**config.mk**
```make
export PLATFORM = sky130hd
export DESIGN_NAME = clock_power_mode_control
export DESIGN_NICKNAME = d
export VERILOG_FILES = /design/src/inc/clk_pwr_pkg.sv /design/src/rtl/apb_reg_slave.sv /design/src/rtl/clk_divider.sv /design/src/rtl/clock_power_mode_control.sv
export SDC_FILE = /design/constraint.sdc
export NUM_CORES = 1
export LEC_CHECK = 0
export ABC_AREA = 1
export BUFFER_PORTS_ARGS = -buffer_cell sky130_fd_sc_hd__buf_2
export CORE_ASPECT_RATIO = 0.9
export CORE_MARGIN = 4
export CORE_UTILIZATION = 40
export DETAILED_ROUTE_END_ITERATION = 12
export GPL_TIMING_DRIVEN = 1
export PLACE_DENSITY = 0.71
export RECOVER_POWER = 50
export SYNTH_ARGS = -nofsm -noshare
export SYNTH_HDL_FRONTEND = slang
export SYNTH_SLANG_ARGS = --single-unit
```
**constraint.sdc**
```tcl
create_clock -name clk_sys -period 2.6 [get_ports clk_sys]
set_input_delay 0.52 -clock clk_sys [delete_from_list [all_inputs] [get_ports clk_sys]]
set_output_delay 0.52 -clock clk_sys [all_outputs]
set_load 0.02 [all_outputs]
```
**src/inc/clk_pwr_pkg.sv**
```systemverilog
// Package: register map, field positions, reset values and states of the clock/power control
package clk_pwr_pkg;

  // ----------------------------------------------------------------
  // Register byte offsets
  // ----------------------------------------------------------------
  localparam logic [7:0] clock_control_reg_a_off  = 8'h00;
  localparam logic [7:0] clock_control_reg_b_off  = 8'h04;
  localparam logic [7:0] clock_control_reg_c_off  = 8'h08;
  localparam logic [7:0] pll_control_reg_off      = 8'h0c;
  localparam logic [7:0] main_clock_divider_off   = 8'h10;
  localparam logic [7:0] processor_mode_reg_b_off = 8'h14;
  localparam logic [7:0] write_guard_reg_off      = 8'h18;
  localparam logic [7:0] mode_status_reg_off      = 8'h1c;

  // ----------------------------------------------------------------
  // Field positions
  // ----------------------------------------------------------------
  // clock_control_reg_a
  localparam int wait_peripheral_halt_pos = 2;
  localparam int sub_osc_drive_pos        = 3;
  localparam int main_clock_halt_pos      = 5;
  localparam int sub_clock_select_pos     = 7;
  // clock_control_reg_b
  localparam int all_clocks_halt_pos      = 0;
  localparam int main_or_pll_select_pos   = 7;
  // clock_control_reg_c
  localparam int clock_source_select_pos  = 1;
  // pll_control_reg
  localparam int pll_power_pos            = 7;
  // processor_mode_reg_b
  localparam int wait_state_insert_pos    = 2;
  // write guard register
  localparam int write_guard_two_pos      = 2;
  // processor_mode_reg_b, write: enter wait mode
  localparam int wait_request_pos         = 7;
  // mode status bits
  localparam int stat_wait_pos            = 0;
  localparam int stat_stop_pos            = 1;
  localparam int stat_periph_gate_pos     = 2;
  localparam int stat_nmi_level_pos       = 3;
  localparam int stat_resume_pos          = 4;

  localparam int div_width = 5;

  // ----------------------------------------------------------------
  // Reset values
  // ----------------------------------------------------------------
  localparam logic [7:0] clock_control_reg_a_rst  = 8'h00;
  localparam logic [7:0] clock_control_reg_b_rst  = 8'h00;
  localparam logic [7:0] clock_control_reg_c_rst  = 8'h00;
  localparam logic [7:0] pll_control_reg_rst      = 8'h00;
  localparam logic [4:0] main_clock_divider_rst   = 5'h08;
  localparam logic [7:0] processor_mode_reg_b_rst = 8'h00;

  // Cycles the prefetched instruction takes to retire on stop exit
  localparam logic [1:0] prefetch_drain_cycles    = 2'h2;

  typedef enum logic [1:0] {
    pwr_run,
    pwr_wait,
    pwr_stop,
    pwr_drain
  } pwr_state_e;

endpackage : clk_pwr_pkg

```
**src/rtl/apb_reg_slave.sv**
```systemverilog
// APB slave front end: decodes one transfer into write and read strobes
`timescale 1ns/100ps
module apb_reg_slave (
  input  wire logic        clk_sys,
  input  wire logic        rst_n,
  input  wire logic        psel,
  input  wire logic        penable,
  input  wire logic        pwrite,
  input  wire logic [7:0]  paddr,
  output logic             pready,
  output logic             pslverr,
  output logic             wr_stb,
  output logic             rd_stb,
  output logic [7:0]       acc_addr
);

  logic ready_reg;
  logic ready_next;

  // ----------------------------------------------------------------
  // One wait state: ready rises in the second access cycle
  // ----------------------------------------------------------------
  always_comb begin
    ready_next = psel && penable && !ready_reg;
  end

  always_ff @(posedge clk_sys or negedge rst_n) begin
    if (!rst_n) begin
      ready_reg <= 1'b0;
    end else begin
      ready_reg <= ready_next;
    end
  end

  assign pready   = ready_reg;
  assign pslverr  = 1'b0;
  assign wr_stb   = ready_reg && psel && penable && pwrite;
  assign rd_stb   = ready_next && !pwrite;
  assign acc_addr = paddr;

endmodule : apb_reg_slave

```
**src/rtl/clk_divider.sv**
```systemverilog
// Clock enable generator: one pulse every (divide value) cycles, zero meaning 16
`timescale 1ns/100ps
module clk_divider (
  input  wire logic       clk_sys,
  input  wire logic       rst_n,
  input  wire logic       run,
  input  wire logic [4:0] div_val,
  output logic            tick
);

  logic [4:0] cnt_reg;
  logic [4:0] cnt_next;
  logic       tick_reg;
  logic       tick_next;
  logic [4:0] limit;

  always_comb begin
    limit     = (div_val == 5'h00) ? 5'h0f : div_val - 5'h01;
    cnt_next  = cnt_reg;
    tick_next = 1'b0;
    if (run) begin
      if (cnt_reg >= limit) begin
        cnt_next  = 5'h00;
        tick_next = 1'b1;
      end else begin
        cnt_next = cnt_reg + 5'h01;
      end
    end
  end

  always_ff @(posedge clk_sys or negedge rst_n) begin
    if (!rst_n) begin
      cnt_reg  <= 5'h00;
      tick_reg <= 1'b0;
    end else begin
      cnt_reg  <= cnt_next;
      tick_reg <= tick_next;
    end
  end

  assign tick = tick_reg;

endmodule : clk_divider

```
**src/rtl/clock_power_mode_control.sv**
```systemverilog
// Clock source selection, division, wait/stop control and write guard
//
// Behaviour
// RQ1: Software never halts the main clock while an external clock feeds the CPU.
// RQ2: Software keeps wait-state bit zero while changing the main clock divider.
// RQ3: Software sets divider for CPU clock at most 10 MHz before gated wait.
// RQ4: Software clears main/PLL, source and sub select bits before stop entry.
// RQ5: Software selects main clock and powers PLL off before stop entry.
// RQ6: Stop entry is refused while the NMI pin is low.
// RQ7: Reset is held low until main oscillation is stable after stop.
// RQ8: NMI stop exit, then dummy interrupt, then set all-clocks-halt bit.
// RQ9: On stop exit the prefetched instruction retires before the recovery routine.
// RQ10: Software follows the stop instruction with short jump and no-ops.
// RQ11: Software follows the wait instruction with at least four no-ops.
// RQ12: Gated wait stops peripheral clocks but keeps the sub-derived clock running.
// RQ13: Software avoids gated wait in low-speed or low-power mode.
// RQ14: Write guard bit two clears itself on the next write to any address.
// RQ15: Software lets no interrupt or DMA occur between guard set and write.
// RQ16: Software waits for a clock to stabilise before selecting it.
// RQ17: The external clock keeps running while it is the selected CPU clock.
// RQ18: Stop entry forces the sub-oscillator drive bit to one.
//
// Our own choices: the APB slave port and the register offsets.
`timescale 1ns/100ps
module clock_power_mode_control (
  input  wire logic        clk_sys,
  input  wire logic        rst_n,
  input  wire logic        psel,
  input  wire logic        penable,
  input  wire logic        pwrite,
  input  wire logic [7:0]  paddr,
  input  wire logic [31:0] pwdata,
  output logic [31:0]      prdata,
  output logic             pready,
  output logic             pslverr,
  input  wire logic        nmi_n,
  input  wire logic        any_write,
  output logic             main_clk_run,
  output logic             sub_clk_select,
  output logic             pll_clk_select,
  output logic             pll_enable,
  output logic             sub_osc_high_drive,
  output logic             cpu_clk_tick,
  output logic             cpu_run,
  output logic             periph_clk_run,
  output logic             sub_periph_clk_run,
  output logic             wait_state_on,
  output logic             recovery_irq
);

  // ----------------------------------------------------------------
  // Register state
  // ----------------------------------------------------------------
  logic [7:0]  cca_reg;
  logic [7:0]  cca_next;
  logic [7:0]  ccb_reg;
  logic [7:0]  ccb_next;
  logic [7:0]  ccc_reg;
  logic [7:0]  ccc_next;
  logic [7:0]  pll_reg;
  logic [7:0]  pll_next;
  logic [4:0]  div_reg;
  logic [4:0]  div_next;
  logic [7:0]  pmb_reg;
  logic [7:0]  pmb_next;
  logic        guard_reg;
  logic        guard_next;
  logic [31:0] rdata_reg;
  logic [31:0] rdata_next;

  clk_pwr_pkg::pwr_state_e state_reg;
  clk_pwr_pkg::pwr_state_e state_next;
  logic [1:0]  drain_reg;
  logic [1:0]  drain_next;
  logic        irq_reg;
  logic        irq_next;

  logic        wr_stb;
  logic        rd_stb;
  logic [7:0]  acc_addr;
  logic        div_tick;

  logic        stop_req;
  logic        wait_req;

  // ----------------------------------------------------------------
  // Bus front end and divider
  // ----------------------------------------------------------------
  apb_reg_slave apb_reg_slave_i (
    .clk_sys  (clk_sys),
    .rst_n    (rst_n),
    .psel     (psel),
    .penable  (penable),
    .pwrite   (pwrite),
    .paddr    (paddr),
    .pready   (pready),
    .pslverr  (pslverr),
    .wr_stb   (wr_stb),
    .rd_stb   (rd_stb),
    .acc_addr (acc_addr)
  );

  clk_divider clk_divider_i (
    .clk_sys (clk_sys),
    .rst_n   (rst_n),
    .run     (state_reg == clk_pwr_pkg::pwr_run),
    .div_val (div_reg),
    .tick    (div_tick)
  );

  // ----------------------------------------------------------------
  // Register writes
  // ----------------------------------------------------------------
  always_comb begin
    cca_next = cca_reg;
    ccb_next = ccb_reg;
    ccc_next = ccc_reg;
    pll_next = pll_reg;
    div_next = div_reg;
    pmb_next = pmb_reg;
    guard_next = guard_reg;
    stop_req = 1'b0;
    wait_req = 1'b0;
    // Any write anywhere consumes the guard; a new set in the same write wins
    if (any_write || wr_stb) begin
      guard_next = 1'b0; // [RQ14]
    end
    if (wr_stb) begin
      case (acc_addr)
        clk_pwr_pkg::clock_control_reg_a_off: begin
          cca_next = pwdata[7:0];
        end
        clk_pwr_pkg::clock_control_reg_b_off: begin
          ccb_next = pwdata[7:0];
          ccb_next[clk_pwr_pkg::all_clocks_halt_pos] = 1'b0;
          stop_req = pwdata[clk_pwr_pkg::all_clocks_halt_pos];
        end
        clk_pwr_pkg::clock_control_reg_c_off: begin
          ccc_next = pwdata[7:0];
        end
        clk_pwr_pkg::pll_control_reg_off: begin
          // PLL settings only change while the guard is open
          if (guard_reg) begin
            pll_next = pwdata[7:0];
          end
        end
        clk_pwr_pkg::main_clock_divider_off: begin
          div_next = pwdata[4:0];
        end
        clk_pwr_pkg::processor_mode_reg_b_off: begin
          pmb_next = pwdata[7:0];
          pmb_next[clk_pwr_pkg::wait_request_pos] = 1'b0;
          wait_req = pwdata[clk_pwr_pkg::wait_request_pos];
        end
        clk_pwr_pkg::write_guard_reg_off: begin
          if (pwdata[clk_pwr_pkg::write_guard_two_pos]) begin
            guard_next = 1'b1;
          end
        end
        default: begin
        end
      endcase
    end
    // Drive forced high on stop entry so the sub crystal restarts reliably
    if (stop_req && nmi_n) begin
      cca_next[clk_pwr_pkg::sub_osc_drive_pos] = 1'b1; // [RQ18]
    end
  end

  always_ff @(posedge clk_sys or negedge rst_n) begin
    if (!rst_n) begin
      cca_reg   <= clk_pwr_pkg::clock_control_reg_a_rst;
      ccb_reg   <= clk_pwr_pkg::clock_control_reg_b_rst;
      ccc_reg   <= clk_pwr_pkg::clock_control_reg_c_rst;
      pll_reg   <= clk_pwr_pkg::pll_control_reg_rst;
      div_reg   <= clk_pwr_pkg::main_clock_divider_rst;
      pmb_reg   <= clk_pwr_pkg::processor_mode_reg_b_rst;
      guard_reg <= 1'b0;
    end else begin
      cca_reg   <= cca_next;
      ccb_reg   <= ccb_next;
      ccc_reg   <= ccc_next;
      pll_reg   <= pll_next;
      div_reg   <= div_next;
      pmb_reg   <= pmb_next;
      guard_reg <= guard_next;
    end
  end

  // ----------------------------------------------------------------
  // Power mode sequencer
  // ----------------------------------------------------------------
  always_comb begin
    state_next = state_reg;
    drain_next = drain_reg;
    irq_next   = 1'b0;
    case (state_reg)
      clk_pwr_pkg::pwr_run: begin
        if (stop_req && nmi_n) begin
          state_next = clk_pwr_pkg::pwr_stop; // [RQ6]
        end else if (wait_req) begin
          state_next = clk_pwr_pkg::pwr_wait;
        end
      end
      clk_pwr_pkg::pwr_wait: begin
        // Only NMI or reset resumes; no other wakeup source is modelled
        if (!nmi_n) begin
          state_next = clk_pwr_pkg::pwr_run;
          irq_next   = 1'b1;
        end
      end
      clk_pwr_pkg::pwr_stop: begin
        if (!nmi_n) begin
          state_next = clk_pwr_pkg::pwr_drain;
          drain_next = clk_pwr_pkg::prefetch_drain_cycles;
        end
      end
      clk_pwr_pkg::pwr_drain: begin
        // Queued instruction retires before the recovery request
        if (drain_reg == 2'h1) begin
          state_next = clk_pwr_pkg::pwr_run; // [RQ9]
          irq_next   = 1'b1;
        end
        drain_next = drain_reg - 2'h1;
      end
      default: begin
        state_next = clk_pwr_pkg::pwr_run;
      end
    endcase
  end

  always_ff @(posedge clk_sys or negedge rst_n) begin
    if (!rst_n) begin
      state_reg <= clk_pwr_pkg::pwr_run;
      drain_reg <= 2'h0;
      irq_reg   <= 1'b0;
    end else begin
      state_reg <= state_next;
      drain_reg <= drain_next;
      irq_reg   <= irq_next;
    end
  end

  // ----------------------------------------------------------------
  // Read data
  // ----------------------------------------------------------------
  always_comb begin
    rdata_next = rdata_reg;
    if (rd_stb) begin
      rdata_next = 32'h0000_0000;
      case (acc_addr)
        clk_pwr_pkg::clock_control_reg_a_off:  rdata_next[7:0] = cca_reg;
        clk_pwr_pkg::clock_control_reg_b_off:  rdata_next[7:0] = ccb_reg;
        clk_pwr_pkg::clock_control_reg_c_off:  rdata_next[7:0] = ccc_reg;
        clk_pwr_pkg::pll_control_reg_off:      rdata_next[7:0] = pll_reg;
        clk_pwr_pkg::main_clock_divider_off:   rdata_next[4:0] = div_reg;
        clk_pwr_pkg::processor_mode_reg_b_off: rdata_next[7:0] = pmb_reg;
        clk_pwr_pkg::write_guard_reg_off: begin
          rdata_next[clk_pwr_pkg::write_guard_two_pos] = guard_reg;
        end
        clk_pwr_pkg::mode_status_reg_off: begin
          rdata_next[clk_pwr_pkg::stat_wait_pos] = (state_reg == clk_pwr_pkg::pwr_wait);
          rdata_next[clk_pwr_pkg::stat_stop_pos] = (state_reg == clk_pwr_pkg::pwr_stop);
          rdata_next[clk_pwr_pkg::stat_periph_gate_pos] = !periph_clk_run;
          rdata_next[clk_pwr_pkg::stat_nmi_level_pos] = nmi_n;
          rdata_next[clk_pwr_pkg::stat_resume_pos] = (state_reg == clk_pwr_pkg::pwr_drain);
        end
        default: begin
        end
      endcase
    end
  end

  always_ff @(posedge clk_sys or negedge rst_n) begin
    if (!rst_n) begin
      rdata_reg <= 32'h0000_0000;
    end else begin
      rdata_reg <= rdata_next;
    end
  end

  // ----------------------------------------------------------------
  // Clock control outputs, all registered
  // ----------------------------------------------------------------
  logic out_main_reg;
  logic out_sub_reg;
  logic out_pll_sel_reg;
  logic out_pll_en_reg;
  logic out_drive_reg;
  logic out_cpu_reg;
  logic out_periph_reg;
  logic out_sub_periph_reg;
  logic out_ws_reg;
  logic out_tick_reg;
  logic gated_wait;
  logic stopped;

  always_comb begin
    stopped    = (state_reg == clk_pwr_pkg::pwr_stop);
    gated_wait = (state_reg == clk_pwr_pkg::pwr_wait)
                 && cca_reg[clk_pwr_pkg::wait_peripheral_halt_pos];
  end

  always_ff @(posedge clk_sys or negedge rst_n) begin
    if (!rst_n) begin
      out_main_reg       <= 1'b1;
      out_sub_reg        <= 1'b0;
      out_pll_sel_reg    <= 1'b0;
      out_pll_en_reg     <= 1'b0;
      out_drive_reg      <= 1'b0;
      out_cpu_reg        <= 1'b1;
      out_periph_reg     <= 1'b1;
      out_sub_periph_reg <= 1'b1;
      out_ws_reg         <= 1'b0;
      out_tick_reg       <= 1'b0;
    end else begin
      out_main_reg       <= !stopped && !cca_reg[clk_pwr_pkg::main_clock_halt_pos];
      out_sub_reg        <= cca_reg[clk_pwr_pkg::sub_clock_select_pos];
      out_pll_sel_reg    <= ccb_reg[clk_pwr_pkg::main_or_pll_select_pos]
                            && !ccc_reg[clk_pwr_pkg::clock_source_select_pos];
      out_pll_en_reg     <= !stopped && pll_reg[clk_pwr_pkg::pll_power_pos];
      out_drive_reg      <= cca_reg[clk_pwr_pkg::sub_osc_drive_pos];
      out_cpu_reg        <= (state_reg == clk_pwr_pkg::pwr_run)
                            || (state_reg == clk_pwr_pkg::pwr_drain);
      out_periph_reg     <= !stopped && !gated_wait;
      out_sub_periph_reg <= !stopped; // [RQ12]
      out_ws_reg         <= pmb_reg[clk_pwr_pkg::wait_state_insert_pos];
      out_tick_reg       <= div_tick;
    end
  end

  assign prdata             = rdata_reg;
  assign main_clk_run       = out_main_reg;
  assign sub_clk_select     = out_sub_reg;
  assign pll_clk_select     = out_pll_sel_reg;
  assign pll_enable         = out_pll_en_reg;
  assign sub_osc_high_drive = out_drive_reg;
  assign cpu_clk_tick       = out_tick_reg;
  assign cpu_run            = out_cpu_reg;
  assign periph_clk_run     = out_periph_reg;
  assign sub_periph_clk_run = out_sub_periph_reg;
  assign wait_state_on      = out_ws_reg;
  assign recovery_irq       = irq_reg;

endmodule : clock_power_mode_control

```
-- Word level (Yosys, flattened, before mapping)
Cells that the tools add are included.
- add/sub/neg operators: 3
- $lt $le $gt $ge: 1
- eq/ne operators: 15
- multiplexer cells: 30
- reductions and logical operators: 36
- operators with widths (cell ; count):
    equality test 8 x 5 -> 1 bit (second input constant) ; 4
    case mux 2 bit (7 select lines) ; 2
    equality test 8 x 4 -> 1 bit (second input constant) ; 2
    case mux 3 bit (5 select lines) ; 1
    AND reduction 2 bit ; 7
    2-to-1 mux 1 bit ; 13
    logical AND 1 bit ; 12
    2-to-1 mux 2 bit ; 6
    2-to-1 mux 5 bit ; 2
    equality test 8 x 3 -> 1 bit (second input constant) ; 1
    logical NOT 8 bit ; 1
    2-to-1 mux 4 bit ; 2
    case mux 1 bit (8 select lines) ; 1
    case mux 2 bit (4 select lines) ; 1
    logical NOT 1 bit ; 7
    inequality test 2 bit (second input constant) ; 3
    nonzero test 2 bit ; 3
    adder 5 x 1 -> 5 bit (second input constant) ; 1
    >= comparator 5 bit ; 1
    logical NOT 5 bit ; 1
    subtractor 5 x 1 -> 5 bit (second input constant) ; 1
    equality test 2 x 1 -> 1 bit (second input constant) ; 2
    equality test 2 bit (second input constant) ; 2
    case mux 2 bit (2 select lines) ; 1
    other kinds (7) ; 8
- register bits after elaboration: 74
- bits of input ports: 47
- output and inout port bits: 45
- logic and storage cells: 110

-- Longest topological paths before layout
- depth after elaboration: 8
- depth in mapped cells: 13
- gate-level depth less buffers: 13

-- Cells and area by module
From an unflattened synthesis, not the netlist that was laid out.
- cell total of the unflattened synthesis: 475
- area, all modules: 4120.2 um^2
- modules (own cells, without submodules) (module ; instances ; cells an instance ; area an instance (um^2) ; sequential area each (um^2)):
    clock_power_mode_control ; 1 ; 398 ; 3512.1 ; 1682.9
    clk_divider ; 1 ; 61 ; 484.2 ; 150.1
    apb_reg_slave ; 1 ; 16 ; 123.9 ; 25.0

-- Least setup slack after synthesis
No wires, ideal clock.
- path kind: register -> register
- from: reg div_reg[0]
- to: reg clk_divider_i.cnt_reg[2]
- arrival: 1.756 ns
- data required time: 2.471 ns
- slack: 0.715 ns
- stages on the path, launching flop included: 13
- buffers on the path: 0
- clock period less this slack: 1.885 ns
- cells stage by stage: dfrtp_1 > inv_1 > ha_1 > inv_1 > nor2_1 > nand2_1 > o21ai_0 > a21oi_1 > ha_1 > a21oi_1 > o21a_1 > a31oi_1 > nor2_1
- longest elaborated chain between the ends: 4
- elaborated cells on any way between the ends: 5
- those cells by class: 1 x add/sub; 1 x order compare; 2 x mux; 1 x reduce/logical
- RTL lines (item ; RTL line ; RTL):
    start, declared ; clock_power_mode_control.sv:62 ; logic [4:0] div_reg;
    start signal, assigned ; clock_power_mode_control.sv:176 ; div_reg <= clk_pwr_pkg::main_clock_divider_rst;
    start signal, assigned ; clock_power_mode_control.sv:184 ; div_reg <= div_next;
    subtractor 5 x 1 -> 5 bit or logical NOT 5 bit (tied branches) ; clk_divider.sv:18 ; limit = (div_val == 5'h00) ? 5'h0f : div_val - 5'h01;
    2-to-1 mux 5 bit (*) ; clk_divider.sv:18 ;
    >= comparator 5 bit (*) ; clk_divider.sv:22 ; if (cnt_reg >= limit) begin
    2-to-1 mux 5 bit (*) ; clk_divider.sv:22 ;
    end signal, assigned ; clk_divider.sv:36 ; cnt_reg <= cnt_next;
    end, declared ; clk_divider.sv:11 ; logic [4:0] cnt_reg;
Mark *: on every way between the ends. The rest lies on a longest branch, timed or not.
A chain may end at the register's enable or synchronous reset.

-- Final worst setup path
Ends and elaborated chain as after synthesis.

==> results by group <==
Die
  – Top Ports: 92
  – Chip height: 102 um
  – Initial Utilization: 40.8%
  – Width of the die: 113 um
  – # rows: 34
  – Full die area: 11500 um^2
  – Core Area: 9660 um^2

STA
  – Setup Viol. Count Final: 0
  – Final hold vios: 0
  – Worst slew pin tran: 1.81 ns
  – Final min period: 2.12 ns
  – Peak Freq: 471 MHz
  – Setup_tns: 0 ns
  – Final worst-path cycle share: 81.6%
  – Clock Skew: 0.00777 ns
  – RSZ-0062 raised after global routing: no
  – Hold slack: 0.353 ns
  – Slew headroom: -20.5%
  – Max Slew Vio Count: 75

Power
  – P_sw: 0.861 mW
  – Clock network fraction of design power: 32.5%
  – Combinational power share: 18.2%
  – Net Sw Frac: 32.9%
  – Peak VDD IR: 0.282 mV
  – Leak Pwr: 2.32 nW
  – Internal power: 1.76 mW
  – Sequential power share: 49.2%
  – PwrDens: 602 nW/um^2

Drt
  – WL final: 8.54 mm
  – Top sig layer: met4
  – DRT iter0 DRCs: 251
  – Met2 Wirelength: 4.05 mm
  – Total number of vias: 3164
  – Via/cell ratio: 4.86
  – Total iterations of the first detailed-routing run: 5
  – WL per Instance: 13.1 um
  – Detail Route Antenna Nets: 0
  – Met3 WL: 460 um
  – M1 wire length: 3.89 mm
  – DRC Markers: 0

Synthesis
  – Sequential area share after synthesis: 47.2%
  – Mux contribution to synthesized area: 0%
  – Unique cell type count in the Yosys netlist: 35
  – Synth Area in Compound Gates: 9.88%
  – Cell taking the most area after synthesis: dfrtp_1
  – Synth Cell Area: 3940 um^2
  – Post-synth top area share: 43.8%
  – Cells after Synth: 474
  – Top area cells in the synthesized netlist: dfrtp_1, nand2_1, buf_4
  – Synth warnings: 0
  – Synthesis-stage register bit count: 74
  – Adder-cell share of the synthesized area: 4.45%
  – Synth Area in XOR/XNOR: 0.667%
  – Main combinational cell family by area after synthesis: simple AND/OR/NAND/NOR gates
  – Simple-gate area share of the yosys netlist: 26.2%
  – Avg Inst Size Synth: 8.31 um^2

CTS
  – Hold Buf Count CTS: 0
  – Post-CTS sizing: 0
  – Root Buffer: clkbuf_8
  – Clock buffer depth: 2
  – TritonCTS Buffers: 9
  – Postcts setup bufs: 0
  – Reg clk slew, reported paths: 0.09 ns
  – Worst-Skew Late Latency: 0.35 ns
  – TritonCTS clock tree: built
  – H-tree Lvls: 3
  – Clk sinks: 74

Worst hold path
  – Hold WC Path Type: register to register
  – Hold depth: 0
  – Hold Crit Start: clk_divider_i.tick
  – Hold Crit Endpoint: cpu_clk_tick

Critical path
  – Worst Path Arrival: 2.36 ns
  – CP peak stage delay: 0.44 ns
  – Worst reg2reg endpoint: clk_divider_i.cnt_reg[2]
  – R2R setup slack: 0.48 ns
  – Crit-path slowest cell: dfrtp_1
  – Crit. End Element: register
  – CP Class: register to register
  – Startpoint types: register
  – R2R depth: 12
  – WP data required: 2.84 ns
  – Worst path top cell family by delay: compound AO/OA/AOI/OAI gates
  – Crit path max fanout: 6
  – Cell Chain, Critical Path: inv_1 -> ha_1 -> inv_1 -> nor2_1 -> nand2_1 -> o21ai_0 -> a21oi_1 -> ha_1 -> a21oi_1 -> o21a_1 -> a31oi_1 -> nor2_1
  – Worst flop-to-flop path startpoint: div_reg[0]
  – CP Buf/Inv Count: 2

Final layout
  – Nets: 581
  – FILL cells: 969
  – N_diodes: 0
  – Post-route cell area: 4350 um^2
  – Share of cells above drive strength 1: 17.1%
  – Layout Area Growth over Synthesis: 10.4%

Global routing
  – Grt ovf: 0
  – Vias in the first global route: 2884
  – Global-route wire length before repair: 14.3 mm
  – Largest net degree at the start of global routing: 75
  – GRT Total Usage: 15.7%
  – Initial antenna violation count: 0

Job
  – Max-cap violations: 1

Outcome
  – Status: complete, but fails checks
  – Failing checks: max-capacitance violations, max-slew violations

Place
  – DP HPWL: 6.21 mm
  – Placed Area: 4170 um^2
  – GPL Wtd Cong: 0.818
  – PortBufs: 42
## worst max-delay path by stage
stage | startpoint | to | slack, ns | depth (start not counted)
after floorplan | div_reg[0] | clk_divider_i.cnt_reg[2] | 0.71 | 12
after global placement | div_reg[0] | clk_divider_i.cnt_reg[2] | 0.56 | 12
after detailed placement | div_reg[0] | clk_divider_i.cnt_reg[2] | 0.48 | 12
after CTS | div_reg[0] | clk_divider_i.cnt_reg[2] | 0.48 | 12
after global routing | div_reg[0] | clk_divider_i.cnt_reg[2] | 0.20 | 13
final | div_reg[0] | clk_divider_i.cnt_reg[2] | 0.48 | 12
## cells in the mapped netlist, drive strengths merged
cell type  count
a31oi          1
a221oi         1
nand2        138
dfstp          5
o31ai          3
nand3b         2
or2            1
conb           1
o21a           5
o21ai         48
nand4          7
dfrtp         69
inv           52
o22ai          1
nor3           3
buf           34
ha            14
xnor2          1
xor2           2
nand3         34
a21oi         11
o211ai         1
nor2          40
## power groups by stage
stage	sequential [mW]	clock, mW	combinational (mW)
6_report	1.29	0.853	0.477
5_1_grt	1.30	0.930	0.547
4_1_cts	1.29	0.875	0.483
3_5_place_dp	1.31	0	0.481
3_3_place_gp	1.31	0	0.460
2_1_floorplan	1.33	0	0.338
## area by class of cell
type                            count  area, um^2  share of cell area [%]
Inverter                           52         200                    4.60
Tap cell                          126         158                    3.62
Clock buffer                        9         124                    2.85
Clock inverter                      7        61.3                    1.41
Multi-Input combinational cell    338        1720                    39.4
Timing Repair Buffer               45         233                    5.35
Sequential cell                    74        1860                    42.7
## layer usage
metal	up-vias	GRT usage, %
li1	1570	-
met1	1489	21.7
met2	91	24.5
met3	14	3.43
met4	0	5.64
met5	-	0
## logic make-up after synthesis
| logic type | count (synthesis) |
|---|---|
| simple gates | 225 |
| buf+inv | 86 |
| flops | 74 |
| compound gates | 71 |
| fa+ha+maj | 14 |
| xor+xnor | 3 |
| other cells | 1 |
## cells in the final DEF, fill, tap and decap left out, drive strengths merged
cell type / Yosys / routed
nand2: 138 / 138
dfrtp: 69 / 69
inv: 52 / 56
o21ai: 48 / 48
buf: 34 / 44
nor2: 40 / 40
nand3: 34 / 34
conb: 1 / 25
ha: 14 / 14
a21oi: 11 / 11
clkbuf: 0 / 10
nand4: 7 / 7
o21a: 5 / 5
dfstp: 5 / 5
o31ai: 3 / 3
nor3: 3 / 3
nand3b: 2 / 2
xor2: 2 / 2
clkinvlp: 0 / 2
o22ai: 1 / 1
a31oi: 1 / 1
a221oi: 1 / 1
or2: 1 / 1
o211ai: 1 / 1
xnor2: 1 / 1
clkinv: 0 / 1
## through the flow
step / power (mW) / worst slack [ns] / utilization (%) / std cells
detailed placement: 1.80 / 0.477 / 43.1 / 635
CTS: 2.65 / 0.480 / 45.1 / 651
global placement: 1.77 / 0.558 / 43.1 / 635
global route: 2.78 / 0.203 / 45.0 / 651
finish: 2.62 / 0.477 / 45.0 / 651
floorplan: 1.67 / 0.715 / - / 498
(Power assumes the default switching activity.)
